## src/adc_pkg.sv

```systemverilog
// Constants, register map and state types shared by the converter control files.
// Assumes a byte-addressed peripheral bus and a single 100 MHz peripheral clock.

package adc_pkg;

	// ------------------------------------------------------------------
	// Register map
	// ------------------------------------------------------------------
	localparam logic [31:0] ADDR_CONV_TIME  = 32'hFFFFF201;
	localparam logic [31:0] ADDR_CHAN_SEL   = 32'hFFFFF202;
	localparam logic [31:0] ADDR_TRIG_SEL   = 32'hFFFFF203;
	localparam logic [31:0] ADDR_CMP_CTRL   = 32'hFFFFF204;
	localparam logic [31:0] ADDR_RES_WORD   = 32'hFFFFF220;
	localparam logic [31:0] ADDR_RES_HIGH   = 32'hFFFFF240;

	// ------------------------------------------------------------------
	// Field layouts and reset values
	// ------------------------------------------------------------------
	localparam int          CT_SPEED_BIT    = 7;
	localparam logic [7:0]  CT_WRITE_MASK   = 8'h8F;
	localparam logic [7:0]  CHAN_WRITE_MASK = 8'h0F;
	localparam logic [7:0]  CMP_WRITE_MASK  = 8'hC0;
	localparam int          CMP_EN_BIT      = 7;
	localparam int          CMP_DIR_BIT     = 6;
	localparam logic [7:0]  REG_RESET       = 8'h00;
	localparam int          NUM_CH          = 12;
	localparam int          RES_W           = 10;
	localparam int          RES_PAD         = 6;

	// ------------------------------------------------------------------
	// Hardware trigger sources
	// ------------------------------------------------------------------
	localparam logic [1:0]  TRIG_EXT_PIN    = 2'h0;
	localparam logic [1:0]  TRIG_TIMER0     = 2'h1;
	localparam logic [1:0]  TRIG_TIMER1     = 2'h2;

	// ------------------------------------------------------------------
	// Timing counts in peripheral clock cycles
	// ------------------------------------------------------------------
	localparam logic [8:0]  CONV_UNIT_CYC   = 9'h01F;
	localparam logic [8:0]  STAB_CODE0_CYC  = 9'h010;
	localparam logic [8:0]  STAB_CODE1_CYC  = 9'h01F;
	localparam logic [8:0]  STAB_CODE2_CYC  = 9'h02F;
	localparam logic [8:0]  STAB_OTHER_CYC  = 9'h032;

	typedef enum logic [1:0] {
		ST_IDLE,
		ST_STAB,
		ST_WAIT_TRIG,
		ST_CONV
	} fsm_t;

endpackage : adc_pkg

```

## src/cycle_timer_if.sv

```systemverilog
// Carrier between the converter sequencer and its cycle timer.
// Assumes both ends run on the same clock.

`timescale 1ns/100ps

interface cycle_timer_if;
	logic       load;
	logic [8:0] count;
	logic       expired;

	modport ctrl (output load, output count, input expired);
	modport tmr  (input load, input count, output expired);
endinterface : cycle_timer_if

```

## src/adc_ctrl.sv

```systemverilog
// Sequencer, register file and threshold compare of a 12-channel 10-bit converter.
// Assumes the mode register lives outside and feeds enable, trigger and scan levels,
// that the external pin edge arrives already detected as a pulse, and that the
// analog front end holds a valid code on ANA_CODE when the conversion time ends.
//
// Notes on behaviour
// - Conversion lasts (code+1)*31 clocks for time code 0 to 15.
// - After enable rises, wait 16, 31, 47 or 50 clocks before converting.
// - Reset clears time, trigger, channel and compare control registers.
// - Control registers take whole-byte writes and single-bit writes.
// - Trigger select picks external edge, timer event 0, or timer event 1.
// - Channel code sits in bits 3..0, upper bits zero; select or scan end.
// - Results are read-only; word view for 16-bit, high view for 8-bit reads.
// - Word view holds the result in bits 15..6, lower six bits zero.
// - High view returns the upper eight result bits.
// - Stored word equals the rounded approximation code times 64.
// - Compare enable is bit 7; bits 5..0 of compare control read zero.
// - Direction 0 fires on high byte at or above threshold, 1 below it.
// - Select mode with compare stores and interrupts only on a hit.
// - Scan mode with compare tests channel 0 only, storing it on a hit.
// - Compare scan keeps storing other channels; no interrupt at sweep end.
// - Trigger mode 0 starts on enable, 1 waits for the hardware trigger.
// - Timer triggers start on the rising edge of the selected event.
// - Scan converts 0 up to the code, interrupts at the end for codes 0 to 11, then restarts in trigger mode 0 or waits for the next trigger in mode 1.
// - Without compare, each conversion on channels 0 to 11 stores its result; the interrupt comes only with the last channel's store.

`timescale 1ns/100ps

module adc_ctrl
	import adc_pkg::*;
(
	input  wire logic        CLK,
	input  wire logic        RSTN,
	input  wire logic [31:0] ADDR,
	input  wire logic        WR_EN,
	input  wire logic        RD_EN,
	input  wire logic        SIZE16,
	input  wire logic        BIT_OP,
	input  wire logic [2:0]  BIT_POS,
	input  wire logic [7:0]  WDATA,
	output logic      [15:0] RDATA,
	output logic             RD_VALID,
	input  wire logic        CONV_EN,
	input  wire logic        TRIG_MODE,
	input  wire logic        SCAN_MODE,
	input  wire logic [7:0]  THRESHOLD,
	input  wire logic        EXT_EDGE,
	input  wire logic        TMR_MATCH0,
	input  wire logic        TMR_MATCH1,
	input  wire logic [9:0]  ANA_CODE,
	output logic             ANA_START,
	output logic      [3:0]  ANA_CHAN,
	output logic             IRQ,
	output logic             BUSY
);

	// ------------------------------------------------------------------
	// State
	// ------------------------------------------------------------------
	typedef struct packed {
		fsm_t                          fsm;
		logic [7:0]                    conv_time;
		logic [7:0]                    trig_sel;
		logic [7:0]                    chan_sel;
		logic [7:0]                    cmp_ctrl;
		logic [NUM_CH-1:0][RES_W-1:0]  res;
		logic [3:0]                    cur_ch;
		logic                          en;
		logic                          tm0;
		logic                          tm1;
		logic                          irq;
		logic [15:0]                   rdata;
		logic                          rd_valid;
		logic                          ana_start;
		logic                          busy;
	} ctrl_state_t;

	ctrl_state_t q;
	ctrl_state_t s;

	cycle_timer_if tif ();

	cycle_timer u_timer (
		.clk   (CLK),
		.rst_n (RSTN),
		.tif   (tif)
	);

	// Byte or single-bit update of a control register.
	function automatic logic [7:0] wr_byte(input logic [7:0] old, input logic [7:0] mask);
		logic [7:0] v;
		v = old;
		if (BIT_OP) begin
			v[BIT_POS] = WDATA[0];
		end else begin
			v = WDATA;
		end
		return v & mask;
	endfunction : wr_byte

	// ------------------------------------------------------------------
	// Next-state logic
	// ------------------------------------------------------------------
	logic       t_load;
	logic [8:0] t_count;
	logic       go;
	logic [3:0] go_ch;
	logic       trig_hit;
	logic       cfg_wr;
	logic       last_ch;
	logic       hit;
	logic [3:0] first_ch;
	logic [8:0] conv_cyc;
	logic [8:0] stab_cyc;
	logic [3:0] widx;
	logic [3:0] hidx;

	always_comb begin
		s = q;
		s.irq = 1'b0;
		s.rd_valid = 1'b0;
		s.ana_start = 1'b0;
		s.en = CONV_EN;
		s.tm0 = TMR_MATCH0;
		s.tm1 = TMR_MATCH1;
		t_load = 1'b0;
		t_count = 9'h000;
		go = 1'b0;
		cfg_wr = 1'b0;
		widx = ADDR[4:1];
		hidx = ADDR[3:0];
		first_ch = SCAN_MODE ? 4'h0 : q.chan_sel[3:0];
		last_ch = !SCAN_MODE || (q.cur_ch == q.chan_sel[3:0]);
		go_ch = first_ch;
		// The timer's expiry pulse is registered and costs one cycle, so the load is one
		// less than the conversion length; the end then falls exactly N cycles after start.
		conv_cyc = 9'(({5'h00, q.conv_time[3:0]} + 9'h001) * CONV_UNIT_CYC - 9'h001);

		// Stabilisation wait picked from the time code.
		case (q.conv_time[3:0])
			4'h0:    stab_cyc = STAB_CODE0_CYC;
			4'h1:    stab_cyc = STAB_CODE1_CYC;
			4'h2:    stab_cyc = STAB_CODE2_CYC;
			default: stab_cyc = STAB_OTHER_CYC;
		endcase

		// Hardware start source; timer events count only on their rising edge.
		case (q.trig_sel[1:0])
			TRIG_EXT_PIN: trig_hit = EXT_EDGE;
			TRIG_TIMER0:  trig_hit = TMR_MATCH0 && !q.tm0;
			TRIG_TIMER1:  trig_hit = TMR_MATCH1 && !q.tm1;
			default:      trig_hit = 1'b0;
		endcase

		// Compare of the fresh high byte against the threshold.
		if (q.cmp_ctrl[CMP_DIR_BIT]) begin
			hit = ANA_CODE[RES_W-1:2] < THRESHOLD;
		end else begin
			hit = ANA_CODE[RES_W-1:2] >= THRESHOLD;
		end

		// Register writes. Unmapped and result addresses ignore writes.
		if (WR_EN) begin
			if (ADDR == ADDR_CONV_TIME) begin
				s.conv_time = wr_byte(q.conv_time, CT_WRITE_MASK);
			end else if (ADDR == ADDR_CHAN_SEL) begin
				s.chan_sel = wr_byte(q.chan_sel, CHAN_WRITE_MASK);
				cfg_wr = 1'b1;
			end else if (ADDR == ADDR_TRIG_SEL) begin
				s.trig_sel = wr_byte(q.trig_sel, 8'hFF);
				cfg_wr = 1'b1;
			end else if (ADDR == ADDR_CMP_CTRL) begin
				s.cmp_ctrl = wr_byte(q.cmp_ctrl, CMP_WRITE_MASK);
				cfg_wr = 1'b1;
			end
		end

		// Register reads; unmapped addresses and wrong-size result reads give zero.
		if (RD_EN) begin
			s.rd_valid = 1'b1;
			s.rdata = 16'h0000;
			if (ADDR == ADDR_CONV_TIME) begin
				s.rdata = {8'h00, q.conv_time};
			end else if (ADDR == ADDR_CHAN_SEL) begin
				s.rdata = {8'h00, q.chan_sel};
			end else if (ADDR == ADDR_TRIG_SEL) begin
				s.rdata = {8'h00, q.trig_sel};
			end else if (ADDR == ADDR_CMP_CTRL) begin
				s.rdata = {8'h00, q.cmp_ctrl};
			end else if (SIZE16 && ADDR[31:5] == ADDR_RES_WORD[31:5] && !ADDR[0]
					&& widx < 4'(NUM_CH)) begin
				s.rdata = {q.res[widx], {RES_PAD{1'b0}}};
			end else if (!SIZE16 && ADDR[31:4] == ADDR_RES_HIGH[31:4]
					&& hidx < 4'(NUM_CH)) begin
				s.rdata = {8'h00, q.res[hidx][RES_W-1:2]};
			end
		end

		// Conversion sequencing.
		if (!CONV_EN) begin
			s.fsm = ST_IDLE;
			s.busy = 1'b0;
			t_load = 1'b1;
		end else begin
			case (q.fsm)
				ST_IDLE: begin
					if (!q.en) begin
						s.fsm = ST_STAB;
						t_load = 1'b1;
						t_count = stab_cyc;
					end
				end
				ST_STAB: begin
					if (tif.expired) begin
						if (TRIG_MODE) begin
							s.fsm = ST_WAIT_TRIG;
						end else begin
							go = 1'b1;
						end
					end
				end
				ST_WAIT_TRIG: begin
					if (trig_hit) begin
						go = 1'b1;
					end
				end
				ST_CONV: begin
					if (TRIG_MODE && trig_hit) begin
						go = 1'b1;
					end else if (cfg_wr) begin
						// A channel, trigger or compare write aborts the conversion in flight.
						if (TRIG_MODE) begin
							s.fsm = ST_WAIT_TRIG;
							s.busy = 1'b0;
							t_load = 1'b1;
						end else begin
							go = 1'b1;
						end
					end else if (tif.expired) begin
						if (q.cur_ch < 4'(NUM_CH)) begin
							if (!q.cmp_ctrl[CMP_EN_BIT]) begin
								s.res[q.cur_ch] = ANA_CODE;
								s.irq = last_ch;
							end else if (!SCAN_MODE) begin
								if (hit) begin
									s.res[q.cur_ch] = ANA_CODE;
								end
								s.irq = hit;
							end else if (q.cur_ch == 4'h0) begin
								if (hit) begin
									s.res[0] = ANA_CODE;
								end
								s.irq = hit;
							end else begin
								s.res[q.cur_ch] = ANA_CODE;
							end
						end
						if (TRIG_MODE && last_ch) begin
							s.fsm = ST_WAIT_TRIG;
							s.busy = 1'b0;
						end else begin
							go = 1'b1;
							go_ch = last_ch ? first_ch : q.cur_ch + 4'h1;
						end
					end
				end
				default: begin
					s.fsm = ST_IDLE;
				end
			endcase
		end

		// Launch one conversion on the chosen channel.
		if (go) begin
			s.fsm = ST_CONV;
			s.busy = 1'b1;
			s.cur_ch = go_ch;
			s.ana_start = 1'b1;
			t_load = 1'b1;
			t_count = conv_cyc;
		end
	end

	assign tif.load = t_load;
	assign tif.count = t_count;

	// ------------------------------------------------------------------
	// State register
	// ------------------------------------------------------------------
	// Results have no reset value but are cleared anyway to keep reads defined.
	always_ff @(posedge CLK or negedge RSTN) begin
		if (!RSTN) begin
			q <= '0;
			q.conv_time <= REG_RESET;
			q.trig_sel <= REG_RESET;
			q.chan_sel <= REG_RESET;
			q.cmp_ctrl <= REG_RESET;
			q.fsm <= ST_IDLE;
		end else begin
			q <= s;
		end
	end

	// Outputs straight from the state register.
	assign RDATA = q.rdata;
	assign RD_VALID = q.rd_valid;
	assign ANA_START = q.ana_start;
	assign ANA_CHAN = q.cur_ch;
	assign IRQ = q.irq;
	assign BUSY = q.busy;

endmodule : adc_ctrl

```

## src/cycle_timer.sv

```systemverilog
// Down counter that pulses once a loaded number of cycles has elapsed.
// Assumes the controller reloads it with zero to cancel a running count.

`timescale 1ns/100ps

module cycle_timer
	import adc_pkg::*;
(
	input  wire logic    clk,
	input  wire logic    rst_n,
	cycle_timer_if.tmr   tif
);

	typedef struct packed {
		logic [8:0] cnt;
		logic       expired;
	} tmr_state_t;

	tmr_state_t q;
	tmr_state_t d;

	// Next count; a load overrides any count in flight so a restart is clean.
	always_comb begin
		d = q;
		d.expired = 1'b0;
		if (tif.load) begin
			d.cnt = tif.count;
		end else if (q.cnt != 9'h000) begin
			d.cnt = q.cnt - 9'h001;
			d.expired = (q.cnt == 9'h001);
		end
	end

	// State register.
	always_ff @(posedge clk or negedge rst_n) begin
		if (!rst_n) begin
			q <= '0;
		end else begin
			q <= d;
		end
	end

	assign tif.expired = q.expired;

endmodule : cycle_timer

```

## config.mk

```make
export PLATFORM = sky130hd
export DESIGN_NAME = adc_ctrl
export DESIGN_NICKNAME = d
export VERILOG_FILES = /design/src/adc_pkg.sv /design/src/cycle_timer_if.sv /design/src/adc_ctrl.sv /design/src/cycle_timer.sv
export SDC_FILE = /design/constraint.sdc
export NUM_CORES = 1
export LEC_CHECK = 0
export BUFFER_PORTS_ARGS = -buffer_cell sky130_fd_sc_hd__buf_2
export CORE_ASPECT_RATIO = 0.6
export CORE_MARGIN = 2
export CORE_UTILIZATION = 51
export DETAILED_ROUTE_END_ITERATION = 12
export PLACE_DENSITY = 0.74
export SLEW_MARGIN = 10
export SYNTH_ARGS = -nofsm -noshare
export SYNTH_HDL_FRONTEND = slang
export SYNTH_SLANG_ARGS = --single-unit
```

## constraint.sdc

```tcl
create_clock -name CLK -period 3.9 [get_ports CLK]
set_input_delay 0.975 -clock CLK [delete_from_list [all_inputs] [get_ports CLK]]
set_output_delay 0.975 -clock CLK [all_outputs]
set_load 0.01 [all_outputs]
```

==> flow_metrics.py, run 1 <==
metrics = {
    "grt": {
        "grt_usage": 0.255,
        "grt_start_max_net_pins": 90,
        "grt_pass1_wl_um": 44700,
        "overflow": 0,
        "grt_antenna_before_repair": 1,
        "grt_pass1_vias": 7769,
    },
    "sta": {
        "timing.final.crit_share": 0.955,
        "tightestPinTransition_ns": 0.977,
        "rsz0062_at_grt": "no",
        "setup_ws_ns": 0.175,
        "setup_violations": 0,
        "hold_violations": 0,
        "min_period_ns": 3.72,
        "slew_viol_final": 0,
        "skew_ns": 0.0162,
        "hold_ws_ns": 0.482,
        "tns_ns": 0,
        "fmax_ghz": 0.268,
        "slew_headroom": 0.346,
    },
    "placement": {
        "dpl_cell_area_um2": 11800,
        "placed_cells": 1280,
        "io_buffers": 96,
        "dp_hpwl_um": 20400,
        "place.gp.congestion": 0.882,
        "dp_slack_ns": -0.0666,
    },
    "floorplanning": {
        "core.rowCount": 41,
        "ios": 97,
        "coreArea_um2": 21100,
        "fp.dieW_um": 194,
        "die-area_um2": 22900,
        "start_util": 0.523,
        "die_h_um": 118,
    },
    "synth": {
        "yosysSeqAreaShare": 0.403,
        "synth_common_cells": "178 x dfrtp_1, 136 x mux2_2, 71 x inv_1, 54 x mux4_2, 43 x nor2_1",
        "post-synth-top-count-cell": "dfrtp_1",
        "yosysTopAreaCell": "dfrtp_1",
        "yosys_warnings": 0,
        "synth_cell_type_count": 69,
        "synth_cells": 946,
        "synthFlopType": "dfrtp_1",
        "synth_enable_flop_cells": 0,
        "synth_area_per_cell_um2": 11.7,
        "syn_nets": 1067,
        "postSynth.asyncResetShare": 1.00,
        "syn_area_um2": 11100,
        "synth.area.top_cells": "dfrtp_1 40%, mux2_2 14%, mux4_2 11%",
        "ys_seq_elements": 178,
        "synth.top_cell.area_share": 0.403,
    },
    "critical_path": {
        "critPathMaxFanout": 3,
        "critical_path_class": "reg2reg",
        "r2r-start": "q[172]",
        "regToRegEndpoint": "u_timer.q[9]",
        "path_cells": "buf_4 > inv_1 > ha_1 > fa_1 > ha_1 > inv_1 > fa_1 > fa_2 > inv_1 > a21oi_2 > o21bai_1 > a21o_1 > a21oi_2 > xnor2_2 > o22ai_1",
        "start_kind": "register",
        "crit_path_top_delay_cell": "fa_1",
        "crit_top_cell": "inv_1",
        "r2r_setup_slack_ns": 0.18,
        "cp_num_buf_inv": 4,
        "reg2regPathDepth": 15,
        "cp-end-kind": "register",
        "cp_top_family": "adder cells",
        "cpPeakStageDelay_ns": 0.51,
        "worstPathArrival_ns": 4.04,
        "critPathRequiredTime_ns": 4.21,
    },
    "pwr": {
        "p_sw_w": 0.00133,
        "irDropWorstVdd_mv": 0.319,
        "p_int_w": 0.00316,
        "seqPwrFrac": 0.438,
        "power.density_nw_per_um2": 359,
        "combPwrFrac": 0.173,
        "switching_share": 0.296,
        "clock_power_share": 0.389,
        "p_leak_nw": 5.88,
    },
    "route": {
        "wl_per_cell_um": 21.3,
        "first_pass_iters": 5,
        "ant_nets": 0,
        "drt_iter0_markers": 714,
        "route.detailed.drc": 0,
        "vias_per_cell": 6.12,
        "wl_um": 28000,
        "dr_total_vias": 8054,
    },
    "cts": {
        "clock-sinks": 178,
        "clk_pin_slew_ns": 0.07,
        "postCtsHoldBufs": 0,
        "numCtsBuffers": 17,
        "root_buffer": "clkbuf_16",
        "clk_latency_ns": 0.44,
        "clk_path_buf_depth": 2,
        "tritoncts": "done",
        "htree_levels": 4,
    },
    "cells_and_area": {
        "drive_gt1_frac": 0.369,
        "area_delta_synth_final_pct": 13.0,
        "finalNetCount": 1143,
        "layoutNonFillerInstCount": 1315,
        "design_area_um2": 12500,
    },
    "worst_hold_path": {
        "hp-class": "in2async",
    },
    "run_status": {
        "status": "completed",
    },
    "flow_run": {
        "drv_cap": 0,
    },
}
-- power groups by stage --
stage / sequential, W / clock, W / combinational, W
after detailed placement: 0.00200 / 0 / 0.000757
final: 0.00197 / 0.00175 / 0.000775
after floorplan: 0.00198 / 0 / 0.000515
after CTS: 0.00196 / 0.00177 / 0.000763
after global routing: 0.00197 / 0.00186 / 0.000850
after global placement: 0.00200 / 0 / 0.000739
-- cell type report --
class / instances / area (um^2)
diodes: 1 / 2.50
clock buffers: 18 / 439
clock inverters: 14 / 151
fillers: 1709 / 8640
inverters: 71 / 267
multi-input cells: 625 / 6030
flip-flops and latches: 178 / 4460
well taps: 279 / 349
repair buffers: 129 / 800
-- cells in the final DEF (no fill, tap or decap), types with 4 or more instances in the layout --
cell / n
dfrtp_1: 177
mux2_2: 136
buf_2: 94
inv_1: 69
mux4_2: 54
nor2_1: 43
ha_1: 37
a21oi_1: 34
buf_4: 29
nand2_1: 27
mux2i_1: 26
o22ai_1: 26
o21ai_0: 24
nand3_1: 24
clkbuf_16: 17
nand4_1: 13
nand2b_1: 12
nor2b_1: 11
a21o_1: 11
xor2_1: 9
fa_1: 9
nor3_1: 8
a21oi_4: 8
a31oi_1: 7
o211ai_1: 7
nand4b_1: 6
xnor2_1: 6
a2bb2oi_1: 6
or3_1: 5
or4_1: 5
inv_6: 5
buf_12: 5
or2_2: 4
nor4_1: 4
and2_1: 4
a22oi_1: 4
a21oi_2: 4
-- state kept, by name, summed over array words and instances, names as in the netlist, 4 cells and up, named ones only --
| signal | count |
|---|---|
| q | 134 |
| RDATA | 16 |
| u_timer.q | 9 |
| ANA_CHAN | 4 |
-- worst register-to-register path, delay by kind of cell (launching register included) --
| kind | cells | cell delay, ns |
|---|---|---|
| adder cells (fa/ha/maj) | 5 | 1.99 |
| AO/OA/AOI/OAI | 5 | 0.61 |
| XOR/XNOR | 1 | 0.22 |
| flip-flops | 1 | 0.42 |
| buffers and inverters | 4 | 0.33 |
-- how the worst max path moves through the flow --
stage	slack [ns]	cells past startpoint	end	from
2_1_floorplan	0.06	16	u_timer.q[8]	q[173]
3_3_place_gp	0.02	15	u_timer.q[9]	q[172]
3_5_place_dp	-0.07	15	u_timer.q[9]	q[172]
4_1_cts	0.01	15	u_timer.q[8]	q[171]
5_1_grt	0.01	15	u_timer.q[8]	q[171]
6_report	0.18	15	u_timer.q[9]	q[172]
-- repair_timing --
action                     in CTS  in global routing
resized for setup               2                 10
pin swaps                       2                  7
setup buffers                   0                  2
setup endpoints to repair       2                  3
gates cloned                    0                  0
-- kinds of logic after synthesis --
logic type	synth area share
AOI/OAI and AO/OA	0.104
xor gates and xnor gates	0.0143
adders and majority gates	0.0611
buffers and inverters	0.0575
DFF	0.403
muxes	0.272
and+or+nand+nor	0.0880
-- per-layer routing --
metal / vias up / part of all wire / wire (um) / GRT usage
met2: 317 / 0.41 / 11500 / 0.341
met5: - / 0 / 0 / 0
li1: 3616 / - / - / -
met4: 0 / 0.012 / 326 / 0.0545
met1: 4097 / 0.48 / 13400 / 0.394
met3: 24 / 0.098 / 2760 / 0.0894
-- through the flow --
step,util,total power [W]
final,0.591,0.00449
after global routing,0.591,0.00468
after CTS,0.588,0.00450
after detailed placement,0.560,0.00276
after global placement,0.560,0.00273
after floorplan,-,0.00250
No activity file was read; power rests on OpenSTA's default activity.
==> run 2, diff against run 1 <==
Settings changed: BUFFER_PORTS_ARGS -buffer_cell sky130_fd_sc_hd__buf_2 to not set, CORE_UTILIZATION 51 to 56, DONT_BUFFER_PORTS set to 1, PLACE_DENSITY 0.74 to 0.75.
==> flow_metrics.py, run 2 (synthesis gave the netlist of run 1 again) <==
metrics = {
    "run_status": {
        "status": "completed",
    },
    "pwr": {
        "switching_share": 0.285,
        "power.total_w": 0.00427,
        "irDropWorstVdd_mv": 0.323,
        "p_leak_nw": 5.37,
        "seqPwrFrac": 0.463,
        "p_sw_w": 0.00122,
        "p_int_w": 0.00306,
        "power.density_nw_per_um2": 362,
        "combPwrFrac": 0.136,
        "clock_power_share": 0.401,
    },
    "critical_path": {
        "path_cells": "buf_4 > inv_1 > ha_1 > buf_4 > ha_1 > fa_1 > inv_1 > fa_1 > ha_1 > inv_1 > o21bai_1 > a21o_1 > a21oi_1 > xnor2_1 > o22ai_1",
        "cpPeakStageDelay_ns": 0.51,
        "cp_top_family": "adder cells",
        "cp-end-kind": "register",
        "critical_path_class": "reg2reg",
        "cp_num_buf_inv": 5,
        "critPathMaxFanout": 5,
        "crit_path_top_delay_cell": "fa_1",
        "start_kind": "register",
        "critPathRequiredTime_ns": 4.22,
        "worstPathArrival_ns": 4.01,
    },
    "sta": {
        "min_period_ns": 3.69,
        "hold_violations": 0,
        "setup_ws_ns": 0.206,
        "skew_ns": 0.0138,
        "timing.final.crit_share": 0.947,
        "tightestPinTransition_ns": 0.955,
        "slew_viol_final": 0,
        "setup_violations": 0,
        "slew_headroom": 0.360,
        "fmax_ghz": 0.271,
    },
    "grt": {
        "overflow": 0,
        "grt_start_max_net_pins": 179,
        "grt_pass1_vias": 7622,
        "grt_usage": 0.280,
        "grt_pass1_wl_um": 43300,
        "grt_antenna_before_repair": 0,
    },
    "placement": {
        "dp_slack_ns": 0.0958,
        "dp_hpwl_um": 19200,
        "dpl_cell_area_um2": 11200,
        "place.gp.congestion": 0.930,
        "io_buffers": 0,
    },
    "cells_and_area": {
        "area_delta_synth_final_pct": 6.64,
        "largest_reg_flops": 134,
        "antennaDiodeCount": 0,
        "fillers": 1492,
        "design_area_um2": 11800,
        "largest-register": "q",
        "final_cell_mix": "176 x dfrtp_1, 136 x mux2_2, 70 x inv_1, 54 x mux4_2, 43 x nor2_1",
        "final_core_util": 0.615,
        "final_common_cell": "dfrtp_1",
        "finalNetCount": 1036,
        "drive_gt1_frac": 0.291,
    },
    "cts": {
        "tritoncts": "done",
        "postCtsHoldBufs": 0,
        "clock-sinks": 178,
        "clk_latency_ns": 0.45,
        "ctsResizeCount": 0,
        "numCtsBuffers": 17,
        "postCtsSetupRepairBufs": 0,
        "root_buffer": "clkbuf_16",
        "htree_levels": 4,
        "clk_pin_slew_ns": 0.08,
        "clk_path_buf_depth": 2,
    },
    "floorplanning": {
        "die-area_um2": 20900,
        "ios": 97,
        "fp.dieW_um": 185,
        "coreArea_um2": 19200,
        "core.rowCount": 39,
        "die_h_um": 113,
        "start_util": 0.576,
    },
    "flow_run": {
        "drv_cap": 0,
    },
    "route": {
        "drt_iter0_markers": 709,
        "wl_um": 27900,
        "wl_per_cell_um": 23.4,
        "first_pass_iters": 5,
        "ant_nets": 0,
        "route.detailed.drc": 0,
        "vias_per_cell": 6.44,
        "dr_total_vias": 7678,
    },
    "worst_hold_path": {
        "hp-class": "in2async",
    },
}
## run 2: cell count changes in the layout (fill, tap and decap cells not counted), sizes merged
cell / before / now
bufinv: 2 / 1
clkinvlp: 2 / 1
diode: 1 / 0
clkbuf: 18 / 19
buf: 129 / 22
## run 2: layer usage
layer,global-route usage,wire length (um),vias up,part of all wire
met4,0.0741,419,0,0.015
met2,0.371,11400,340,0.41
li1,-,-,3402,-
met5,0,0,-,0
met1,0.427,13000,3900,0.47
met3,0.107,3060,36,0.11
## run 2: worst paths after layout
| path | startpoint | to | slack (ns) | cells after the start |
|---|---|---|---|---|
| max | q[172] | u_timer.q[9] | 0.21 | 15 |
| min | RSTN | RDATA[13] | 0.22 | 0 |
| max reg2reg | q[172] | u_timer.q[9] | 0.21 | 15 |
| min reg2reg | q[87] | q[87] | 0.50 | 1 |
| max in group asynchronous | RSTN | u_timer.q[4] | 3.36 | 0 |
| min in group CLK | q[87] | q[87] | 0.50 | 1 |
## run 2: stage by stage
stage	setup TNS [ns]	hold slack, ns	instances
floorplan	0	0.474	946
global placement	0	0.483	1162
detailed placement	0	0.492	1162
CTS	0	0.211	1193
global route	-0.0121	0.194	1193
finish	0	0.221	1193
## run 2: power by group through the flow
stage / clock, W / combinational [W] / sequential, W
floorplan: 0 / 0.000515 / 0.00198
global placement: 0 / 0.000554 / 0.00201
detailed placement: 0 / 0.000561 / 0.00201
CTS: 0.00172 / 0.000567 / 0.00198
global route: 0.00181 / 0.000648 / 0.00199
finish: 0.00171 / 0.000581 / 0.00198
## run 2: layout make-up
type,count,area [um^2],area share
Clock buffer,19,443,0.0376
Clock inverter,12,124,0.0105
Inverter,71,267,0.0226
Multi-Input combinational cell,625,6000,0.509
Sequential cell,178,4460,0.378
Tap cell,266,333,0.0282
Timing Repair Buffer,22,165,0.0140
